<file path="src/core/mcs_pkg.sv">
// mode control and status package: register map, field positions, reset values, timing
// assumes a 40 MHz system clock and an 8-bit register access port
package mcs_pkg;

  // register offsets
  localparam logic [7:0] MCS_WAKE_ADDR = 8'h0A;
  localparam logic [7:0] MCS_CTRL_ADDR = 8'h0B;
  localparam logic [7:0] MCS_STSEL_ADDR = 8'h0D;
  localparam logic [7:0] MCS_FLAGS_ADDR = 8'h0E;

  // control register fields
  localparam int MCS_CTRL_BOOST_BIT = 7;
  localparam int MCS_CTRL_SEL_HI = 6;
  localparam int MCS_CTRL_SEL_LO = 5;
  localparam int MCS_CTRL_SPREAD_BIT = 4;
  localparam logic [1:0] MCS_SEL_NONE = 2'h0;
  localparam logic [1:0] MCS_SEL_CHARGE = 2'h1;
  localparam logic [1:0] MCS_SEL_HEALTH = 2'h2;

  // status pin item selection fields
  localparam int MCS_INC_BOOST_ACTIVE = 7;
  localparam int MCS_INC_BOOST_ENTRY = 6;
  localparam int MCS_INC_DONE = 5;
  localparam int MCS_INC_THERMAL = 4;
  localparam int MCS_INC_TEMP_FAULT = 3;

  // reset values
  localparam logic [7:0] MCS_CTRL_RESET = 8'h00;
  localparam logic [7:0] MCS_STSEL_RESET = 8'h80;
  localparam logic [7:0] MCS_WAKE_RESET = 8'h04;

  // switching clock timing
  localparam int MCS_CLK_FREQ_KHZ = 40000;
  localparam int MCS_SW_FREQ_KHZ = 400;
  localparam int MCS_SW_DITHER_PCT = 7;
  localparam logic [7:0] MCS_SW_PERIOD_CYC = 8'(MCS_CLK_FREQ_KHZ / MCS_SW_FREQ_KHZ);
  localparam logic [7:0] MCS_SW_DITHER_CYC =
    8'((MCS_CLK_FREQ_KHZ / MCS_SW_FREQ_KHZ) * MCS_SW_DITHER_PCT / 100);

  // operating modes, gray coded along shutdown-standby-charge-boost-health
  typedef enum logic [2:0] {
    MCS_MODE_SHUTDOWN = 3'h0,
    MCS_MODE_STANDBY = 3'h1,
    MCS_MODE_CHARGE = 3'h3,
    MCS_MODE_BOOST = 3'h2,
    MCS_MODE_HEALTH = 3'h6,
    MCS_MODE_THERMAL = 3'h4
  } mcs_mode_e;

endpackage : mcs_pkg

</file>
<file path="src/core/mcs_swclk_if.sv">
// switching clock control bundle between mode control and the clock generator
// assumes both ends share one clock
`timescale 1ns/100ps
`default_nettype none
interface mcs_swclk_if;
  logic run;
  logic spread_en;
  logic sw_clk;
  modport ctrl (output run, output spread_en, input sw_clk);
  modport gen (input run, input spread_en, output sw_clk);
endinterface : mcs_swclk_if
`default_nettype wire

</file>
<file path="src/core/mcs_mode_ctrl.sv">
// operating mode control, register file and status pin logic
// assumes all comparator and pin inputs are synchronous to CLK and the register
// port is fed by the serial interface front end in the same clock domain
//
// Functional notes
// - enabled needs a pin high and supply ok
// - boost needs battery uvlo, others output uvlo
// - both pins low: shutdown, registers reset
// - no function enabled: standby, registers kept
// - register access whenever either pin high
// - shutdown and standby keep all switches open
// - boost enabled by pin and bit
// - charger enabled by pin and select 01
// - health discharge by pin and select 10
// - boost below wake, leave above 106 percent
// - status pin is open drain, low active
// - selection bits 3..7, reset selects boost active
// - any selected item pulls status low
// - bit 7 shows live boost active
// - bit 6 shows sticky boost entry alert
// - bit 5 shows sticky charge done alert
// - bit 4 shows thermal shutdown active
// - bit 3 shows thermistor range fault
// - thermal trip opens switches, restart on release
// - charging paused on thermistor hot or cold
// - spread spectrum dithers switching clock seven percent
// - select field at bits 6:5 of control
// - wake threshold programmable by register
`timescale 1ns/100ps
`default_nettype none
module mcs_mode_ctrl
  import mcs_pkg::*;
(
  input wire logic CLK,
  input wire logic RESETN,
  input wire logic BOOST_ENABLE_PIN,
  input wire logic CHARGE_ENABLE_PIN,
  input wire logic SUPPLY_OK,
  input wire logic BACKUP_UVLO_OK,
  input wire logic OUTPUT_UVLO_OK,
  input wire logic VOUT_BELOW_WAKE,
  input wire logic VOUT_ABOVE_STANDBY,
  input wire logic THERMAL_TRIP_CMP,
  input wire logic THERMISTOR_HOT,
  input wire logic THERMISTOR_COLD,
  input wire logic CHARGE_DONE,
  input wire logic [7:0] REG_ADDR,
  input wire logic REG_WR,
  input wire logic REG_RD,
  input wire logic [7:0] REG_WDATA,
  output logic [7:0] REG_RDATA,
  output logic I2C_ACTIVE,
  output logic BOOST_ON,
  output logic CHARGER_ON,
  output logic HEALTH_ON,
  output logic [7:0] BOOST_WAKE_THRESHOLD,
  output logic SWITCH_CLK,
  output logic STATUS_OUT,
  output logic STATUS_OE_N
);

  mcs_swclk_if swclk ();

  mcs_mode_e mode_r;
  mcs_mode_e mode_nxt;
  mcs_mode_e base_mode;
  logic [7:0] ctrl_r;
  logic [7:0] stsel_r;
  logic [7:0] wake_r;
  logic [7:0] rdata_r;
  logic [7:0] rdata_nxt;
  logic [7:0] flags;
  logic i2c_active_r;
  logic boost_on_r;
  logic charger_on_r;
  logic health_on_r;
  logic thermal_r;
  logic entry_alert_r;
  logic done_alert_r;
  logic status_oe_n_r;
  logic pins_any;
  logic enabled;
  logic boost_en;
  logic charge_en;
  logic health_en;
  logic go_boost;
  logic temp_fault;
  logic reg_ok;
  logic flags_read;
  logic status_any;
  logic status_out_r;
  logic [7:3] status_items;
  wire logic [7:3] status_hit;

  assign pins_any = BOOST_ENABLE_PIN || CHARGE_ENABLE_PIN;
  assign enabled = pins_any && SUPPLY_OK;
  assign boost_en = BOOST_ENABLE_PIN && ctrl_r[MCS_CTRL_BOOST_BIT];
  assign charge_en = CHARGE_ENABLE_PIN &&
    (ctrl_r[MCS_CTRL_SEL_HI:MCS_CTRL_SEL_LO] == MCS_SEL_CHARGE);
  assign health_en = CHARGE_ENABLE_PIN &&
    (ctrl_r[MCS_CTRL_SEL_HI:MCS_CTRL_SEL_LO] == MCS_SEL_HEALTH);
  assign go_boost = boost_en && BACKUP_UVLO_OK && VOUT_BELOW_WAKE;
  assign temp_fault = THERMISTOR_HOT || THERMISTOR_COLD;
  assign reg_ok = pins_any;
  assign flags_read = reg_ok && REG_RD && (REG_ADDR == MCS_FLAGS_ADDR);

  // mode held while the output rail is healthy; output uvlo forces standby
  always_comb begin
    if (!OUTPUT_UVLO_OK) begin
      base_mode = MCS_MODE_STANDBY;
    end else if (charge_en) begin
      base_mode = MCS_MODE_CHARGE;
    end else if (health_en) begin
      base_mode = MCS_MODE_HEALTH;
    end else begin
      base_mode = MCS_MODE_STANDBY;
    end
  end

  always_comb begin
    mode_nxt = mode_r;
    if (!enabled) begin
      mode_nxt = MCS_MODE_SHUTDOWN;
    end else if (THERMAL_TRIP_CMP) begin
      mode_nxt = MCS_MODE_THERMAL;
    end else begin
      unique case (mode_r)
        MCS_MODE_SHUTDOWN, MCS_MODE_THERMAL: begin
          mode_nxt = MCS_MODE_STANDBY;
        end
        MCS_MODE_BOOST: begin
          if (!boost_en || !BACKUP_UVLO_OK || VOUT_ABOVE_STANDBY) begin
            mode_nxt = base_mode;
          end
        end
        MCS_MODE_STANDBY, MCS_MODE_CHARGE, MCS_MODE_HEALTH: begin
          mode_nxt = go_boost ? MCS_MODE_BOOST : base_mode;
        end
        default: begin
          mode_nxt = MCS_MODE_SHUTDOWN;
        end
      endcase
    end
  end

  always_ff @(posedge CLK or negedge RESETN) begin
    if (!RESETN) begin
      mode_r <= MCS_MODE_SHUTDOWN;
    end else begin
      mode_r <= mode_nxt;
    end
  end

  // power switch enables; every other mode leaves all switches open
  always_ff @(posedge CLK or negedge RESETN) begin
    if (!RESETN) begin
      boost_on_r <= 1'b0;
      charger_on_r <= 1'b0;
      health_on_r <= 1'b0;
      thermal_r <= 1'b0;
    end else begin
      boost_on_r <= (mode_nxt == MCS_MODE_BOOST);
      charger_on_r <= (mode_nxt == MCS_MODE_CHARGE) && !temp_fault;
      health_on_r <= (mode_nxt == MCS_MODE_HEALTH);
      thermal_r <= (mode_nxt == MCS_MODE_THERMAL);
    end
  end

  // register file; both pins low returns every register to its default
  always_ff @(posedge CLK or negedge RESETN) begin
    if (!RESETN) begin
      ctrl_r <= MCS_CTRL_RESET;
      stsel_r <= MCS_STSEL_RESET;
      wake_r <= MCS_WAKE_RESET;
    end else if (!pins_any) begin
      ctrl_r <= MCS_CTRL_RESET;
      stsel_r <= MCS_STSEL_RESET;
      wake_r <= MCS_WAKE_RESET;
    end else if (REG_WR) begin
      unique case (REG_ADDR)
        MCS_CTRL_ADDR: begin
          ctrl_r <= REG_WDATA;
        end
        MCS_STSEL_ADDR: begin
          stsel_r <= {REG_WDATA[7:3], 3'h0};
        end
        MCS_WAKE_ADDR: begin
          wake_r <= REG_WDATA;
        end
        default: begin
          ctrl_r <= ctrl_r;
        end
      endcase
    end
  end

  // sticky alerts: a new event wins over the clearing read
  always_ff @(posedge CLK or negedge RESETN) begin
    if (!RESETN) begin
      entry_alert_r <= 1'b0;
    end else if (!pins_any) begin
      entry_alert_r <= 1'b0;
    end else if (mode_nxt == MCS_MODE_BOOST && mode_r != MCS_MODE_BOOST) begin
      entry_alert_r <= 1'b1;
    end else if (flags_read) begin
      entry_alert_r <= 1'b0;
    end
  end

  always_ff @(posedge CLK or negedge RESETN) begin
    if (!RESETN) begin
      done_alert_r <= 1'b0;
    end else if (!pins_any) begin
      done_alert_r <= 1'b0;
    end else if (CHARGE_DONE) begin
      done_alert_r <= 1'b1;
    end else if (flags_read) begin
      done_alert_r <= 1'b0;
    end
  end

  assign flags = {boost_on_r, entry_alert_r, done_alert_r, thermal_r, temp_fault, mode_r};

  always_comb begin
    unique case (REG_ADDR)
      MCS_CTRL_ADDR: rdata_nxt = ctrl_r;
      MCS_STSEL_ADDR: rdata_nxt = stsel_r;
      MCS_WAKE_ADDR: rdata_nxt = wake_r;
      MCS_FLAGS_ADDR: rdata_nxt = flags;
      default: rdata_nxt = 8'h00;
    endcase
  end

  always_ff @(posedge CLK or negedge RESETN) begin
    if (!RESETN) begin
      i2c_active_r <= 1'b0;
    end else begin
      i2c_active_r <= pins_any;
    end
  end

  // read data holds until the next read and reads zero while the port is off
  always_ff @(posedge CLK or negedge RESETN) begin
    if (!RESETN) begin
      rdata_r <= 8'h00;
    end else if (!reg_ok) begin
      rdata_r <= 8'h00;
    end else if (REG_RD) begin
      rdata_r <= rdata_nxt;
    end
  end

  // status pin: low if any selected item is asserted
  assign status_items = {
    boost_on_r,
    entry_alert_r,
    done_alert_r,
    thermal_r,
    temp_fault
  };

  // one gate per selectable item, indexed by its select bit
  for (genvar i = MCS_INC_TEMP_FAULT; i <= MCS_INC_BOOST_ACTIVE; i++) begin : g_status
    assign status_hit[i] = stsel_r[i] && status_items[i];
  end

  assign status_any = |status_hit;

  always_ff @(posedge CLK or negedge RESETN) begin
    if (!RESETN) begin
      status_oe_n_r <= 1'b1;
    end else begin
      status_oe_n_r <= !status_any;
    end
  end

  // open-drain data: the pin is only ever pulled low, never driven high
  always_ff @(posedge CLK or negedge RESETN) begin
    if (!RESETN) begin
      status_out_r <= 1'b0;
    end else begin
      status_out_r <= 1'b0;
    end
  end

  assign swclk.run = boost_on_r || charger_on_r || health_on_r;
  assign swclk.spread_en = ctrl_r[MCS_CTRL_SPREAD_BIT];

  mcs_swclk_gen u_swclk (
    .clk(CLK),
    .rst_n(RESETN),
    .sw(swclk.gen)
  );

  assign REG_RDATA = rdata_r;
  assign I2C_ACTIVE = i2c_active_r;
  assign BOOST_ON = boost_on_r;
  assign CHARGER_ON = charger_on_r;
  assign HEALTH_ON = health_on_r;
  assign BOOST_WAKE_THRESHOLD = wake_r;
  assign SWITCH_CLK = swclk.sw_clk;
  assign STATUS_OUT = status_out_r;
  assign STATUS_OE_N = status_oe_n_r;

endmodule : mcs_mode_ctrl
`default_nettype wire

</file>
<file path="src/core/mcs_swclk_gen.sv">
// switching clock generator with optional period dither
// assumes run and spread_en are synchronous to clk
`timescale 1ns/100ps
`default_nettype none
module mcs_swclk_gen
  import mcs_pkg::*;
(
  input wire logic clk,
  input wire logic rst_n,
  mcs_swclk_if.gen sw
);

  logic [7:0] cnt_r;
  logic [7:0] period_r;
  logic [7:0] period_nxt;
  logic [3:0] lfsr_r;
  logic clk_r;

  // lfsr runs 1..15, so the offset spans -dither..+dither around nominal
  always_comb begin
    if (sw.spread_en) begin
      period_nxt = 8'(MCS_SW_PERIOD_CYC + {4'h0, lfsr_r} - MCS_SW_DITHER_CYC - 8'h01);
    end else begin
      period_nxt = MCS_SW_PERIOD_CYC;
    end
  end

  always_ff @(posedge clk or negedge rst_n) begin
    if (!rst_n) begin
      cnt_r <= 8'h00;
      period_r <= MCS_SW_PERIOD_CYC;
      lfsr_r <= 4'h1;
    end else if (!sw.run) begin
      cnt_r <= 8'h00;
      period_r <= MCS_SW_PERIOD_CYC;
    end else if (cnt_r >= period_r - 8'h01) begin
      cnt_r <= 8'h00;
      period_r <= period_nxt;
      lfsr_r <= {lfsr_r[2:0], lfsr_r[3] ^ lfsr_r[2]};
    end else begin
      cnt_r <= cnt_r + 8'h01;
    end
  end

  always_ff @(posedge clk or negedge rst_n) begin
    if (!rst_n) begin
      clk_r <= 1'b0;
    end else begin
      clk_r <= sw.run && (cnt_r < {1'b0, period_r[7:1]});
    end
  end

  assign sw.sw_clk = clk_r;

endmodule : mcs_swclk_gen
`default_nettype wire

</file>
<file path="config.mk">
export PLATFORM = sky130hd
export DESIGN_NAME = mcs_mode_ctrl
export DESIGN_NICKNAME = d
export VERILOG_FILES = /design/src/core/mcs_pkg.sv /design/src/core/mcs_swclk_if.sv /design/src/core/mcs_mode_ctrl.sv /design/src/core/mcs_swclk_gen.sv
export SDC_FILE = /design/constraint.sdc
export NUM_CORES = 1
export LEC_CHECK = 0
export BUFFER_PORTS_ARGS = -buffer_cell sky130_fd_sc_hd__clkbuf_2
export CORE_AREA = 2 2 95 97
export DETAILED_ROUTE_END_ITERATION = 7
export DIE_AREA = 0 0 97 99
export PLACE_DENSITY_LB_ADDON = 0.08
export SETUP_SLACK_MARGIN = 0.15
export SYNTH_ARGS = -nofsm -noshare
export SYNTH_HDL_FRONTEND = slang
export SYNTH_HIERARCHICAL = 1
export SYNTH_SLANG_ARGS = --single-unit
</file>
<file path="constraint.sdc">
create_clock -name CLK -period 2.51 [get_ports CLK]
set_clock_uncertainty 0.05 [all_clocks]
set_input_delay 0.502 -clock CLK [delete_from_list [all_inputs] [get_ports CLK]]
set_output_delay 0.502 -clock CLK [all_outputs]
set_load 0.02 [all_outputs]
</file>
**Yosys cells after proc, flatten, opt, wreduce, memory -nomap -nowiden**

Cells that the tools add are included.

- Add/subtract/negate cells: 5
- Magnitude comparators: 2
- Equal/unequal tests: 24
- Multiplexer cells: 30
- Bitwise gates (word level): 1
- Reductions and logical operators: 34

Operators with widths:

| operator | number |
|---|---|
| two-way mux 8 bit | 16 |
| == test 8 x 4 -> 1 bit (second input constant) | 4 |
| one-hot mux 8 bit (4 select lines) | 1 |
| two-way mux 3 bit | 7 |
| logical AND 1 bit | 16 |
| subtractor 8 x 1 -> 8 bit (second input constant) | 2 |
| == test 3 x 2 -> 1 bit (second input constant) | 4 |
| == test 3 bit (second input constant) | 4 |
| one-hot mux 3 bit (3 select lines) | 1 |
| adder 7 x 4 -> 8 bit (first input constant) | 1 |
| adder 8 x 1 -> 8 bit (second input constant) | 1 |
| >= comparator 8 bit | 1 |
| < comparator 8 x 7 -> 1 bit | 1 |
| AND reduction 2 bit | 4 |
| subtractor 8 x 3 -> 8 bit (second input constant) | 1 |
| logical OR 1 bit | 6 |
| inequality test 2 x 1 -> 1 bit (second input constant) | 3 |
| inequality test 2 bit (second input constant) | 3 |
| inequality test 3 x 2 -> 1 bit (second input constant) | 2 |
| two-way mux 1 bit | 5 |
| OR reduction 5 bit | 1 |
| zero test 1 bit | 4 |
| == test 3 x 1 -> 1 bit (second input constant) | 1 |
| zero test 3 bit | 1 |
| 6 further kinds | 6 |

- Flip-flop bits (word level): 64
- Input port bits: 31
- Output and inout port bits: 23
- Word-level logic and storage cells: 113

**Longest topological paths before layout**

- Depth after elaboration: 13
- Depth in mapped cells: 10

**By module**

Netlist, hierarchy kept.

By module, submodules not included:

| module | instances | cells each | area an instance (um2) | seq. area each (um2) |
|---|---|---|---|---|
| mcs_mode_ctrl | 1 | 201 | 1,969.4 | 1,004.7 |
| mcs_swclk_gen | 1 | 110 | 1,181.1 | 479.2 |

**Least setup slack after synthesis**

Ideal clock, no wire load.

- Path type: reg2reg
- From: register u_swclk.period_r[1]
- To: register u_swclk.lfsr_r[1]
- Library setup time: 125 ps
- Arrival time: 2,172 ps
- Setup slack: 163 ps
- Stages on the path, launching flop included: 9
- Buffers on the path: 0
- Path through: dfrtp_1 > nor3_1 > nand3_1 > xnor2_1 > ha_1 > a21o_1 > a211oi_4 > a21bo_4 > mux2_4

- Word-level cells in the longest chain between the ends: 3

RTL lines:

| item | RTL line | RTL |
|---|---|---|
| start: declaration | mcs_swclk_gen.sv:14 | `logic [7:0] period_r;` |
| start signal: assignment | mcs_swclk_gen.sv:38 | `period_r <= period_nxt;` |
| subtractor 8 x 1 -> 8 bit | mcs_swclk_gen.sv:36 | `end else if (cnt_r >= period_r - 8'h01) begin` |
| >= comparator 8 bit | mcs_swclk_gen.sv:36 |  |
| AND reduction 2 bit (no line) | - |  |
| end signal: assignment | mcs_swclk_gen.sv:39 | `lfsr_r <= {lfsr_r[2:0], lfsr_r[3] ^ lfsr_r[2]};` |
| end: declaration | mcs_swclk_gen.sv:16 | `logic [3:0] lfsr_r;` |

Every way passes these cells.
A chain may end at the register's enable or synchronous reset.

**Worst setup path in the final report**

Same ends and word-level chain as after synthesis.

==> results.json <==
{
  "fin_ws_ps": 151,
  "fin_area_sq_mm": 0.00384,
  "worst-r2r-cell-count": 10,
  "p_per_area_mw_per_mm2": 482,
  "dp_hpwl_mm": 5.64,
  "drt_pass1_iterations": 6,
  "fin_crit_sh": 0.940,
  "gp_congestion": 0.778,
  "synth_top_cell_by_area": "dfrtp_1",
  "die-area_sq_mm": 0.00960,
  "syn-cell-area_sq_mm": 0.00315,
  "p_leak_uw": 0.00191,
  "syn_nets": 356,
  "synth_top_area_frac": 0.421,
  "relSlewSlack": 0.496,
  "final_cell_mix": "dfrtp_1, clkbuf_2, nand2_1, nor2_1",
  "yosysUniqueCellTypes": 56,
  "area_growth_pct": 21.8,
  "end_kind": "flop",
  "num_antenna_cells": 0,
  "holdWs_ps": 272,
  "remaining_drc_errors": 0,
  "clkLatencyLatePin_ps": 330,
  "grt_usage": 0.172,
  "cts.sinks": 59,
  "worstMarginPinSlew_ps": 756,
  "pre_cts_slack_ps": 13.2,
  "finalHoldViolCount": 0,
  "worstPathArrival_ps": 2520,
  "crit_type": "reg -> reg",
  "nets": 416,
  "status": "finished clean",
  "synth_cells": 311,
  "drive_gt1_frac": 0.279,
  "gr-total-overflow": 0,
  "reg2reg_from": "u_swclk/period_r[1]",
  "required_ps": 2670,
  "max_cap_viol_count": 0,
  "cts_buffers": 9,
  "initial_core_util": 0.368,
  "ys.flop_type": "dfrtp_1",
  "final_common_cell": "dfrtp_1",
  "min_period_ps": 2360,
  "via_per_inst": 5.14,
  "register_area_sq_mm": 0.00148,
  "setup_viol": 0,
  "synth_edf_count": 0,
  "grt_pass1_vias": 2496,
  "wl_per_cell_microns": 16.3,
  "num_rows": 34,
  "core_sq_mm": 0.00855,
  "start_kind": "flop",
  "grt_start_max_net_pins": 60,
  "place_area_sq_mm": 0.00353,
  "drtAntennaViolNets": 0,
  "antenna_found_initial": 0,
  "clock.fmax_mhz": 424,
  "routed_wl_mm": 7.87,
  "ir_drop_mv": 0.250,
  "clock_path_buffers": 2,
  "regToRegEndpoint": "u_swclk/lfsr_r[1]",
  "hp-class": "in -> async",
  "syn_avg_cell_area_sq_um": 10.1,
  "cts_root_buffer": "clkbuf_8",
  "multi_input_area_sq_mm": 0.00166,
  "path_max_fanout": 4,
  "ys_top_cells_by_area": "dfrtp_1, mux2i_1, ha_1",
  "timing.final.max_slew_violations": 0,
  "rrSetupSlack_ps": 150,
  "grt_pass1_wl_mm": 13.0,
  "cts_max_level": 3,
  "cts_hold_buf": 0,
  "yosys_register_bits": 59,
  "die_w_microns": 97,
  "drtIter0Drc": 101,
  "die_h_microns": 99,
  "num_vias": 2489,
  "ys_warn_count": 6,
  "tns_ps": 0,
  "rsz0062_at_grt": "true",
  "ys_seq_area_frac": 0.471,
  "fill_cells": 852,
  "portBuffers": 52,
  "io_pins": 54,
  "crit_path_start": "u_swclk/period_r[1]",
  "cts.clk_slew.worst_paths_ps": 70,
  "final_core_util": 0.449,
  "cts_tree": "yes",
  "async_reset_ff_frac": 1.00
}
[timing repair]
item                       CTS  global route
gates resized for setup      5            15
gates cloned                 0             0
pin swaps                    5             2
setup buffers                1             1
setup endpoints to repair   10            18
[through the flow]
step,cells,total power [uW]
floorplan,311,1030
global placement,466,1100
detailed placement,466,1100
CTS,483,1880
global route,484,1940
finish,484,1850
[routing by layer]
metal,wire length [microns],track usage,vias to the layer above
met1,4090,0.273,1180
li1,-,-,1238
met2,3310,0.230,63
met4,71,0.0661,0
met5,0,0,-
met3,400,0.0298,8
[area by class of cell]
class	count	area share
multi-input combinational	227	0.433
timing repair buffer	61	0.0874
clock buffer	14	0.0424
inverter	13	0.0127
tap	108	0.0352
clock inverter	2	0.00261
sequential	59	0.387
[how the worst max path moves through the flow]
stage / end / cells past startpoint
5_1_grt: u_swclk/lfsr_r[2] / 9
6_report: u_swclk/lfsr_r[1] / 10
4_1_cts: u_swclk/lfsr_r[1] / 10
2_1_floorplan: u_swclk/lfsr_r[1] / 8
3_3_place_gp: u_swclk/period_r[1] / 8
3_5_place_dp: u_swclk/period_r[3] / 8
[registers in the layout, summed over array words and instances, names as in the netlist, 3 cells and up]
name	count
BOOST_WAKE_THRESHOLD	8
u_swclk/lfsr_r	4
u_swclk/cnt_r	8
stsel_r	5
mode_r	3
REG_RDATA	8
ctrl_r	8
u_swclk/period_r	6
[cells by family after synthesis]
group / after synthesis / share of synthesized area
fa+ha+maj: 14 / 0.0556
other cells: 1 / 0.00119
flops: 59 / 0.471
compound gates: 66 / 0.154
simple gates: 114 / 0.179
buf+inv: 25 / 0.0369
mux: 22 / 0.0747
xor+xnor: 10 / 0.0278
[worst max-delay path, stage by stage, from the launching register on]
cell	delay, ps
dfrtp_1	400
buf_6	130
inv_2	40
ha_4	160
xnor2_2	130
ha_1	320
a31oi_1	90
nor2b_1	200
o2111ai_4	160
a21bo_4	270
mux2_4	290
[cell usage after synthesis, drive strengths merged (2+ instances only)]
cell type and number:
nand2 37, a21oi 21, dfstp 6, and2 5, xnor2 5, nor3 2
clkbuf 7, o2111ai 2, buf 5, nor2b 3, a31oi 3, mux2i 19
xor2 5, a22oi 4, nand2b 2, nand4 3, and4b 2, nand3 16
a211oi 2, dfrtp 53, ha 14, mux2 3, inv 13, o21ai 7
nor2 28, a22o 8, a41oi 2, and3 7, nand4b 2, a21o 4
a221o 4
[where the power goes]
group / switching (uW) / internal (uW)
sequential: 9.06 / 958
combinational: 75.3 / 39.8
clock: 356 / 410
total: 440 / 1410
Power figures use the tool's default switching activity.
